### src/inc/eec_pkg.sv
// Package for the enclave entry checker: register map, field layout, constants.
// Assumes a single AHB-Lite slave port with 32-bit data.
package eec_pkg;
    // ************************************************************
    // Register byte offsets
    // ************************************************************
    localparam logic [7:0] EEC_CMD_OFS     = 8'h00;
    localparam logic [7:0] EEC_STATUS_OFS  = 8'h04;
    localparam logic [7:0] EEC_TCSADR_OFS  = 8'h08;
    localparam logic [7:0] EEC_AEP_OFS     = 8'h0C;
    localparam logic [7:0] EEC_TCSFLG_OFS  = 8'h10;
    localparam logic [7:0] EEC_ENTRY_OFFSET_FIELD_OFS  = 8'h14;
    localparam logic [7:0] EEC_BASE_OFS    = 8'h18;
    localparam logic [7:0] EEC_FSOFS_OFS   = 8'h1C;
    localparam logic [7:0] EEC_GSOFS_OFS   = 8'h20;
    localparam logic [7:0] EEC_FSLIM_OFS   = 8'h24;
    localparam logic [7:0] EEC_GSLIM_OFS   = 8'h28;
    localparam logic [7:0] EEC_DSLIM_OFS   = 8'h2C;
    localparam logic [7:0] EEC_CSLIM_OFS   = 8'h30;
    localparam logic [7:0] EEC_CTRL_OFS    = 8'h34;
    localparam logic [7:0] EEC_FEATURE_REQUEST_MASK_OFS    = 8'h38;
    localparam logic [7:0] EEC_XCR_OFS     = 8'h3C;
    localparam logic [7:0] EEC_RIP_OFS     = 8'h40;
    localparam logic [7:0] EEC_SAVED_OFS   = 8'h44;
    localparam logic [7:0] EEC_PERF_OFS    = 8'h48;
    localparam logic [7:0] EEC_SEGB_OFS    = 8'h4C;
    localparam logic [7:0] EEC_SPFP_OFS    = 8'h50;
    // ************************************************************
    // Command and control fields
    // ************************************************************
    localparam logic [7:0]  EEC_LEAF_ENTER  = 8'h02;
    localparam int          EEC_CMD_GO_BIT  = 8;
    localparam int          EEC_C_OSFXSR    = 0;
    localparam int          EEC_C_OSXSAVE   = 1;
    localparam int          EEC_C_XSAVEAV   = 2;
    localparam int          EEC_C_ENCLAVE_WIDE_MODE_ATTR    = 3;
    localparam int          EEC_C_ATTR64    = 4;
    localparam int          EEC_C_OPTOUT    = 5;
    localparam int          EEC_C_TCSVALID  = 6;
    localparam int          EEC_C_TCSLOCK   = 7;
    localparam int          EEC_C_SECSBUSY  = 8;
    localparam int          EEC_C_INITED    = 9;
    localparam int          EEC_C_SHARECONF = 10;
    localparam int          EEC_C_DRAINED   = 11;
    localparam int          EEC_C_TF        = 12;
    localparam int          EEC_C_CURRENT_SAVE_FRAME_INDEX_LSB  = 16;
    localparam logic [31:0] EEC_FEATURE_REQUEST_MASK_LEGACY = 32'h0000_0003;
    localparam logic [11:0] EEC_PAGE_MASK   = 12'hFFF;
    // Global performance status bits
    localparam int          EEC_PS_DEMOTE   = 60;
    localparam int          EEC_PS_SUPPR    = 63;
    // Status fields
    localparam int          EEC_S_BUSY      = 0;
    localparam int          EEC_S_DONE      = 1;
    localparam int          EEC_S_FAULT     = 2;
    localparam int          EEC_S_ENCL      = 3;
    localparam int          EEC_S_CAUSE_LSB = 8;
    typedef enum logic [3:0] {
        EEC_IDLE  = 4'b0001,
        EEC_DRAIN = 4'b0010,
        EEC_CHECK = 4'b0100,
        EEC_COMMIT = 4'b1000
    } eec_state_t;
endpackage

### src/rtl/eec_top.sv
// Enclave entry checker: checks entry preconditions, then commits entry state.
// Assumes an AHB-Lite master with single word transfers and synchronous inputs.
`timescale 1ns/1ns
module eec_top
    import eec_pkg::*;
#(
    parameter int AW = 32
) (
    input  wire logic          CLK_I,
    input  wire logic          RST_I,
    input  wire logic          CE_I,
    input  wire logic          HSEL_I,
    input  wire logic [31:0]   HADDR_I,
    input  wire logic [1:0]    HTRANS_I,
    input  wire logic          HWRITE_I,
    input  wire logic [2:0]    HSIZE_I,
    input  wire logic [31:0]   HWDATA_I,
    input  wire logic          HREADY_I,
    output logic      [31:0]   HRDATA_O,
    output logic               HREADYOUT_O,
    output logic               HRESP_O,
    input  wire logic [31:0]   SEG_BASE_OR_I,
    input  wire logic [31:0]   STACK_PTR_I,
    input  wire logic [31:0]   FRAME_PTR_I,
    input  wire logic          FLAG_POP_SET_I,
    output logic               ENCLAVE_MODE_O,
    output logic               TRAP_FLAG_O,
    output logic               SINGLE_STEP_PEND_O,
    output logic               CODE_BP_OUT_SUPPR_O,
    output logic               BP_IN_SUPPR_O,
    output logic               PERF_SUPPR_O,
    output logic               PRECISE_EVENT_SAMPLING_SUPPR_O,
    output logic               DEMOTE_OTHERS_O,
    output logic               FAULT_O
);
    initial begin
        if (AW != 32) $error("eec_top: only AW=32 supported");
    end

    // ************************************************************
    // AHB-Lite slave
    // ************************************************************
    logic        wr_pend_q;
    logic [7:0]  addr_q;
    logic        take;
    logic        rd_take;
    assign take        = HSEL_I && HREADY_I && HTRANS_I[1];
    assign rd_take     = take && !HWRITE_I;
    assign HREADYOUT_O = 1'b1;
    assign HRESP_O     = 1'b0;

    always_ff @(posedge CLK_I or posedge RST_I) begin
        if (RST_I) begin
            wr_pend_q <= 1'b0;
            addr_q    <= 8'h00;
        end else if (CE_I) begin
            wr_pend_q <= take && HWRITE_I;
            if (take) begin
                addr_q <= HADDR_I[7:0];
            end
        end
    end

    logic wr;
    assign wr = wr_pend_q && CE_I;

    // ************************************************************
    // Software-loaded operands
    // ************************************************************
    logic [31:0] tcs_adr_q, aep_q, tcs_flg_q, entry_offset_field_q, base_q, fs_ofs_q, gs_ofs_q;
    logic [31:0] fs_lim_q, gs_lim_q, ds_lim_q, cs_lim_q, ctrl_q, feature_request_mask_q, xcr_q;
    logic        go;
    assign go = wr && (addr_q == EEC_CMD_OFS) && HWDATA_I[EEC_CMD_GO_BIT]
                && (HWDATA_I[7:0] == EEC_LEAF_ENTER);

    always_ff @(posedge CLK_I or posedge RST_I) begin
        if (RST_I) begin
            tcs_adr_q <= 32'h0;
            aep_q     <= 32'h0;
            tcs_flg_q <= 32'h0;
            entry_offset_field_q  <= 32'h0;
            base_q    <= 32'h0;
            fs_ofs_q  <= 32'h0;
            gs_ofs_q  <= 32'h0;
            fs_lim_q  <= 32'h0;
            gs_lim_q  <= 32'h0;
            ds_lim_q  <= 32'h0;
            cs_lim_q  <= 32'h0;
            ctrl_q    <= 32'h0;
            feature_request_mask_q    <= 32'h0;
            xcr_q     <= 32'h0;
        end else if (wr) begin
            case (addr_q)
                EEC_TCSADR_OFS: tcs_adr_q <= HWDATA_I;
                EEC_AEP_OFS:    aep_q     <= HWDATA_I;
                EEC_TCSFLG_OFS: tcs_flg_q <= HWDATA_I;
                EEC_ENTRY_OFFSET_FIELD_OFS: entry_offset_field_q  <= HWDATA_I;
                EEC_BASE_OFS:   base_q    <= HWDATA_I;
                EEC_FSOFS_OFS:  fs_ofs_q  <= HWDATA_I;
                EEC_GSOFS_OFS:  gs_ofs_q  <= HWDATA_I;
                EEC_FSLIM_OFS:  fs_lim_q  <= HWDATA_I;
                EEC_GSLIM_OFS:  gs_lim_q  <= HWDATA_I;
                EEC_DSLIM_OFS:  ds_lim_q  <= HWDATA_I;
                EEC_CSLIM_OFS:  cs_lim_q  <= HWDATA_I;
                EEC_CTRL_OFS:   ctrl_q    <= HWDATA_I;
                EEC_FEATURE_REQUEST_MASK_OFS:   feature_request_mask_q    <= HWDATA_I;
                EEC_XCR_OFS:    xcr_q     <= HWDATA_I;
                default: ;
            endcase
        end
    end

    // ************************************************************
    // Precondition checks, each one bit of the fault cause
    // ************************************************************
    logic        enclave_wide_mode_attr;
    logic [31:0] target, fs_base, gs_base, fs_top, gs_top;
    logic [15:0] cause;
    assign enclave_wide_mode_attr  = ctrl_q[EEC_C_ENCLAVE_WIDE_MODE_ATTR];
    assign target  = entry_offset_field_q + base_q;
    assign fs_base = fs_ofs_q + base_q;
    assign gs_base = gs_ofs_q + base_q;
    assign fs_top  = fs_base + fs_lim_q;
    assign gs_top  = gs_base + gs_lim_q;

    // In 64-bit mode the 32-bit datapath has no upper bits, so canonical always holds
    always_comb begin
        cause     = 16'h0000;
        cause[0]  = !enclave_wide_mode_attr && (target > cs_lim_q);
        cause[1]  = (tcs_adr_q[11:0] & EEC_PAGE_MASK) != 12'h000;
        cause[2]  = !ctrl_q[EEC_C_TCSVALID] || ctrl_q[EEC_C_TCSLOCK];
        cause[3]  = ctrl_q[EEC_C_SECSBUSY] || ctrl_q[EEC_C_SHARECONF];
        cause[4]  = tcs_flg_q[31:1] != 31'h0;
        cause[5]  = enclave_wide_mode_attr != ctrl_q[EEC_C_ATTR64];
        cause[6]  = SEG_BASE_OR_I != 32'h0;
        cause[7]  = !enclave_wide_mode_attr && (fs_top < fs_base ? ds_lim_q != 32'hFFFF_FFFF
                                                 : fs_top > ds_lim_q);
        cause[8]  = !enclave_wide_mode_attr && (gs_top < gs_base ? ds_lim_q != 32'hFFFF_FFFF
                                                 : gs_top > ds_lim_q);
        cause[9]  = !ctrl_q[EEC_C_OSFXSR];
        cause[10] = ctrl_q[EEC_C_XSAVEAV] && !ctrl_q[EEC_C_OSXSAVE]
                    && (feature_request_mask_q != EEC_FEATURE_REQUEST_MASK_LEGACY);
        cause[11] = ctrl_q[EEC_C_OSXSAVE] && ((feature_request_mask_q & ~xcr_q) != 32'h0);
        cause[12] = !ctrl_q[EEC_C_INITED];
    end

    // ************************************************************
    // Sequencer
    // ************************************************************
    eec_state_t  st_q;
    logic        done_q, fault_q, encl_q;
    logic [15:0] cause_q;
    always_ff @(posedge CLK_I or posedge RST_I) begin
        if (RST_I) begin
            st_q    <= EEC_IDLE;
            done_q  <= 1'b0;
            fault_q <= 1'b0;
            cause_q <= 16'h0000;
        end else if (CE_I) begin
            case (st_q)
                EEC_IDLE: if (go) begin
                    st_q   <= EEC_DRAIN;
                    done_q <= 1'b0;
                end
                EEC_DRAIN: if (ctrl_q[EEC_C_DRAINED]) begin
                    st_q <= EEC_CHECK;
                end
                EEC_CHECK: begin
                    cause_q <= cause;
                    fault_q <= cause != 16'h0000;
                    st_q    <= (cause != 16'h0000) ? EEC_IDLE : EEC_COMMIT;
                    done_q  <= cause != 16'h0000;
                end
                EEC_COMMIT: begin
                    st_q   <= EEC_IDLE;
                    done_q <= 1'b1;
                end
                default: st_q <= EEC_IDLE;
            endcase
        end
    end

    // ************************************************************
    // Commit of architectural state
    // ************************************************************
    logic [31:0] rip_q, tcs_aep_q, saved_xcr_q, new_fs_q, new_gs_q, fs_lim_new_q, sv_sp_q, sv_fp_q;
    logic        sv_tf_q, tf_q, step_q, optout_q;
    logic        commit;
    assign commit = CE_I && (st_q == EEC_COMMIT);
    always_ff @(posedge CLK_I or posedge RST_I) begin
        if (RST_I) begin
            rip_q        <= 32'h0;
            tcs_aep_q    <= 32'h0;
            saved_xcr_q  <= 32'h0;
            new_fs_q     <= 32'h0;
            new_gs_q     <= 32'h0;
            fs_lim_new_q <= 32'h0;
            sv_sp_q      <= 32'h0;
            sv_fp_q      <= 32'h0;
            encl_q       <= 1'b0;
            optout_q     <= 1'b0;
            sv_tf_q      <= 1'b0;
            step_q       <= 1'b0;
        end else if (commit) begin
            rip_q        <= target;
            sv_sp_q      <= STACK_PTR_I;
            sv_fp_q      <= FRAME_PTR_I;
            tcs_aep_q    <= aep_q;
            new_fs_q     <= fs_base;
            new_gs_q     <= gs_base;
            fs_lim_new_q <= enclave_wide_mode_attr ? 32'h0 : fs_lim_q;
            if (ctrl_q[EEC_C_OSXSAVE]) begin
                saved_xcr_q <= xcr_q;
            end
            encl_q       <= 1'b1;
            optout_q     <= ctrl_q[EEC_C_OPTOUT];
            sv_tf_q      <= ctrl_q[EEC_C_TF];
            step_q       <= !ctrl_q[EEC_C_OPTOUT];
        end else if (CE_I) begin
            step_q <= 1'b0;
        end
    end

    // Effective trap flag: host value on opt-in entry, cleared on opt-out inside
    always_ff @(posedge CLK_I or posedge RST_I) begin
        if (RST_I) begin
            tf_q <= 1'b0;
        end else if (CE_I) begin
            if (commit) begin
                tf_q <= ctrl_q[EEC_C_OPTOUT] ? 1'b0 : ctrl_q[EEC_C_TF];
            end else if (encl_q && optout_q && FLAG_POP_SET_I) begin
                tf_q <= 1'b0;
            end else if (encl_q && FLAG_POP_SET_I) begin
                tf_q <= 1'b1;
            end
        end
    end

    logic [31:0] xcr_live;
    assign xcr_live = (encl_q && ctrl_q[EEC_C_OSXSAVE]) ? feature_request_mask_q : xcr_q;

    assign ENCLAVE_MODE_O      = encl_q;
    assign TRAP_FLAG_O         = tf_q;
    assign SINGLE_STEP_PEND_O  = step_q;
    assign CODE_BP_OUT_SUPPR_O = encl_q;
    assign BP_IN_SUPPR_O       = encl_q && optout_q;
    assign PERF_SUPPR_O        = encl_q && optout_q;
    assign PRECISE_EVENT_SAMPLING_SUPPR_O        = encl_q && optout_q;
    assign DEMOTE_OTHERS_O     = encl_q && optout_q;
    assign FAULT_O             = fault_q;

    // Upper half of global performance status
    logic [31:0] perf_hi;
    always_comb begin
        perf_hi = 32'h0;
        perf_hi[EEC_PS_DEMOTE - 32] = encl_q && optout_q;
        perf_hi[EEC_PS_SUPPR - 32]  = encl_q && optout_q;
    end

    // ************************************************************
    // Read data
    // ************************************************************
    logic [31:0] rd_d, rd_q;
    always_comb begin
        case (HADDR_I[7:0])
            EEC_STATUS_OFS: rd_d = {16'h0, cause_q[7:0], 4'h0, encl_q, fault_q, done_q,
                                    st_q != EEC_IDLE};
            EEC_TCSADR_OFS: rd_d = tcs_adr_q;
            EEC_AEP_OFS:    rd_d = tcs_aep_q;
            EEC_CTRL_OFS:   rd_d = ctrl_q;
            EEC_FEATURE_REQUEST_MASK_OFS:   rd_d = feature_request_mask_q;
            EEC_XCR_OFS:    rd_d = xcr_live;
            EEC_RIP_OFS:    rd_d = rip_q;
            EEC_SAVED_OFS:  rd_d = saved_xcr_q;
            EEC_PERF_OFS:   rd_d = perf_hi;
            EEC_SEGB_OFS:   rd_d = new_fs_q ^ new_gs_q ^ fs_lim_new_q;
            EEC_SPFP_OFS:   rd_d = sv_sp_q ^ sv_fp_q ^ {31'h0, sv_tf_q};
            EEC_CMD_OFS:    rd_d = {16'h0, ctrl_q[31:16]};
            default:        rd_d = 32'h0;
        endcase
    end
    always_ff @(posedge CLK_I or posedge RST_I) begin
        if (RST_I) begin
            rd_q <= 32'h0;
        end else if (CE_I && rd_take) begin
            rd_q <= rd_d;
        end
    end
    assign HRDATA_O = rd_q;
endmodule

### config.mk
export PLATFORM = sky130hd
export DESIGN_NAME = eec_top
export DESIGN_NICKNAME = d
export VERILOG_FILES = /design/src/inc/eec_pkg.sv /design/src/rtl/eec_top.sv
export SDC_FILE = /design/constraint.sdc
export NUM_CORES = 2
export LEC_CHECK = 0
export BUFFER_PORTS_ARGS = -buffer_cell sky130_fd_sc_hd__buf_2
export CORE_ASPECT_RATIO = 1.4
export CORE_MARGIN = 2
export CORE_UTILIZATION = 62
export DETAILED_ROUTE_END_ITERATION = 8
export PLACE_DENSITY_LB_ADDON = 0.05
export SLEW_MARGIN = 10
export SYNTH_ARGS = -nofsm -noshare
export SYNTH_HDL_FRONTEND = slang
export SYNTH_SLANG_ARGS = --single-unit
export TNS_END_PERCENT = 5
### constraint.sdc
create_clock -name CLK_I -period 28.2 [get_ports CLK_I]
set_clock_uncertainty 0.1 [all_clocks]
set_input_delay 4.23 -clock CLK_I [delete_from_list [all_inputs] [get_ports CLK_I]]
set_output_delay 4.23 -clock CLK_I [all_outputs]
set_load 0.05 [all_outputs]
==> run_results.csv <==
group,metric,value,unit
outcome,status,"complete, no violations",
setup_path,reg2reg_slack,20.05,ns
setup_path,r2r_start,"base_q[1]",
sta,clock.fmax,122.8,MHz
setup_path,slowest_stage,"nor4_1",
logic_synthesis,yosys.area.top_type_share,43.81,%
clocking,numCtsBuffers,77,
sta,setup_viol,0,
logic_synthesis,synth_edf_count,0,
layout,n_fill_cell,5496,
setup_path,crit_type,"flip-flop to flip-flop",
power,powerDensity,51.69,nW/µm²
detailed_routing,drtIter0Drc,2965,
global_route,grt_pass1_vias,34300,
clocking,holdBufCountCts,0,
setup_path,crit_path_max_incr_delay,0.75,ns
detailed_routing,ant_nets,0,
setup_path,worst-path-max-fanout,7,
sta,max-slew-margin-rel,14.35,%
placement,routabilityCongestion,0.9642,
clocking,cts_root_buffer,"clkbuf_16",
clocking,clkSinkCount,763,
sta,min_period_over_period,28.88,%
die,initial_core_util,62.79,%
sta,hold_viol_final,0,
logic_synthesis,synthesis.nets,4838,
sta,layout_min_cycle_time,8.145,ns
logic_synthesis,ys_async_sr_fraction,100.0,%
placement,port-buffer-count,184,
clocking,clk_pin_slew,0.06,ns
clocking,postCtsSetupBuffers,0,
setup_path,r2r_cells,31,
power,irDropWorstVdd,38.70,µV
detailed_routing,num_vias,33960,
detailed_routing,drt-wirelength-per-cell,23.35,µm
global_route,gr-total-overflow,0,
power,power_leakage,25.20,nW
detailed_routing,vias_per_cell,6.252,
logic_synthesis,ys.flop_type,"dfrtp_1",
setup_path,critPathCaptureType,"flip-flop",
global_route,track_usage,35.22,%
global_route,antenna_found_initial,3,
die,die_w,227.9,µm
clocking,clock_latency,0.64,ns
setup_path,crit_top_cell,"a21oi_1",
layout,drive_gt1_share,18.84,%
logic_synthesis,ys_seq_area_share,43.87,%
power,power,2.473,mW
global_route,met2_usage,59.16,%
die,dieArea,72370,µm²
logic_synthesis,yosysWarnings,0,
global_route,grt-busiest-layer,"met2",
sta,rsz0062_at_grt,"false",
global_route,grt_first_pass_wirelength,197000,µm
placement,hpwl,92520,µm
die,rows,114,
min_path,hold_depth,2,
sta,tightest_slew,1.267,ns
clocking,cts_tree,"done",
clocking,htree_num_levels,3,
detailed_routing,first_pass_iters,9,
setup_path,cp.required,28.62,ns
global_route,grt.met1_usage,43.33,%
sta,finalSetupTns,0,ns
global_route,grt_max_degree,162,
die,io_pins,215,
setup_path,r2r_end,"st_q[3]",
logic_synthesis,syn-cell-area,43530,µm²
die,fp.dieH,317.5,µm
logic_synthesis,synthTopCellsByArea,"dfrtp_1 44%, mux2_2 12%, ha_1 9.0%, nand2_1 6.1%, xnor2_1 3.5%",
min_path,worstHoldEndpoint,"tcs_aep_q[21]",
logic_synthesis,syn_avg_cell_area,10.01,µm²
run,max-cap-violations,0,
logic_synthesis,synthCells,4348,
min_path,worstHoldStart,"aep_q[21]",
clocking,postCtsResizedCells,0,
setup_path,startpoint_type,"flip-flop",
clocking,clock_path_buffers,3,
logic_synthesis,yosysUniqueCellTypes,87,
min_path,min_path_type,"flip-flop to flip-flop",
layout,fin_nets,4936,
sta,slew_violations,0,
detailed_routing,routed_wl,126800,µm
logic_synthesis,synth_top_cell_by_area,"dfrtp_1",
die,core,69320,µm²
layout,area_delta_synth_final,9.917,%
global_route,use_met3,5.000,%
detailed_routing,post-route-drc-count,0,
logic_synthesis,synth_seq_cells,763,
setup_path,crit_arrival,8.57,ns
## placed cells by master (no fill, tap or decap), types with 12 or more instances in the layout
| master | instances |
|---|---|
| a211oi_1 | 19 |
| a21o_1 | 119 |
| a21oi_1 | 217 |
| a221oi_1 | 32 |
| a222oi_1 | 18 |
| a22oi_1 | 57 |
| a31oi_1 | 26 |
| and3_1 | 21 |
| buf_2 | 184 |
| buf_4 | 38 |
| clkbuf_16 | 77 |
| clkbuf_8 | 23 |
| dfrtp_1 | 762 |
| ha_1 | 313 |
| inv_1 | 215 |
| mux2_2 | 453 |
| nand2_1 | 712 |
| nand2b_1 | 24 |
| nand3_1 | 71 |
| nand3b_1 | 37 |
| nand4_1 | 57 |
| nor2_1 | 122 |
| nor2b_1 | 25 |
| nor3_1 | 40 |
| nor4_1 | 46 |
| o211ai_1 | 17 |
| o21a_1 | 22 |
| o21ai_0 | 248 |
| o21bai_1 | 23 |
| o22ai_1 | 17 |
| or3_1 | 12 |
| xnor2_1 | 173 |
| xor2_1 | 60 |
## logic make-up (layout without fill, tap and decap cells)
family	after synthesis	in the layout	share of synthesized area, %
AND/OR/NAND/NOR	1221	1221	12.65
AO/OA/AOI/OAI	929	929	13.90
flip-flops	763	763	43.87
multiplexers	458	458	11.83
buffers and inverters	421	575	3.688
adder cells (fa/ha/maj)	318	318	9.227
XOR/XNOR	236	236	4.817
other	2	4	0.01725
## worst max-delay path, delay by kind of cell, from the launching register on
kind / cells / cell delay, ns
AOI/OAI and AO/OA: 15 / 3.31
xor gates and xnor gates: 2 / 0.50
adders and majority gates: 3 / 1.17
buffers and inverters: 2 / 0.33
DFF: 1 / 0.56
and+or+nand+nor: 9 / 2.04
## per-stage QoR
stage / util, % / hold WS (ns) / setup WS, ns / cell area [µm²] / cells
5_1_grt: 69.02 / 0.3929 / 19.58 / 47850 / 5432
3_5_place_dp: 65.24 / 0.3478 / 20.18 / 45220 / 5295
3_3_place_gp: 65.24 / 0.3419 / 20.26 / 45220 / 5295
6_report: 69.02 / 0.3595 / 20.05 / 47850 / 5432
4_1_cts: 69.01 / 0.3599 / 20.14 / 47840 / 5430
2_1_floorplan: - / 0.3331 / 2.455 / 43530 / 4348
## Yosys cell counts (43+ instances only)
| master | instances |
|---|---|
| a21o_1 | 119 |
| a21oi_1 | 217 |
| a22oi_1 | 57 |
| clkbuf_1 | 161 |
| dfrtp_1 | 762 |
| ha_1 | 313 |
| inv_1 | 216 |
| mux2_2 | 453 |
| nand2_1 | 713 |
| nand3_1 | 72 |
| nand4_1 | 57 |
| nor2_1 | 127 |
| nor3_1 | 43 |
| nor4_1 | 46 |
| o21ai_0 | 248 |
| xnor2_1 | 173 |
| xor2_1 | 60 |
## report_power, final
group | internal, mW | switching [mW]
Sequential | 1.11 | 0.0171
Clock | 0.627 | 0.445
Combinational | 0.0980 | 0.173
## cell type report
class | count | area (µm²) | area share (%)
repair buffers | 224 | 1246 | 2.605
diodes | 2 | 5.005 | 0.01046
flip-flops and latches | 763 | 19090 | 39.91
well taps | 928 | 1161 | 2.427
clock buffers | 111 | 2285 | 4.775
inverters | 216 | 818.3 | 1.710
multi-input cells | 3164 | 22900 | 47.87
clock inverters | 24 | 334.1 | 0.6982
## worst max-delay path by stage
stage	from	to
final	base_q[1]	st_q[3]
after global placement	base_q[0]	st_q[3]
after global routing	base_q[1]	st_q[3]
after CTS	base_q[1]	st_q[3]
after detailed placement	base_q[1]	st_q[3]
after floorplan	RST_I	CODE_BP_OUT_SUPPR_O
## per-layer routing
| metal | vias up | routed length, µm |
|---|---|---|
| met4 | 2 | 8285 |
| li1 | 15640 | - |
| met1 | 16850 | 50040 |
| met2 | 1126 | 60910 |
| met3 | 348 | 7582 |
| met5 | - | 14 |
(Power assumes the default switching activity.)
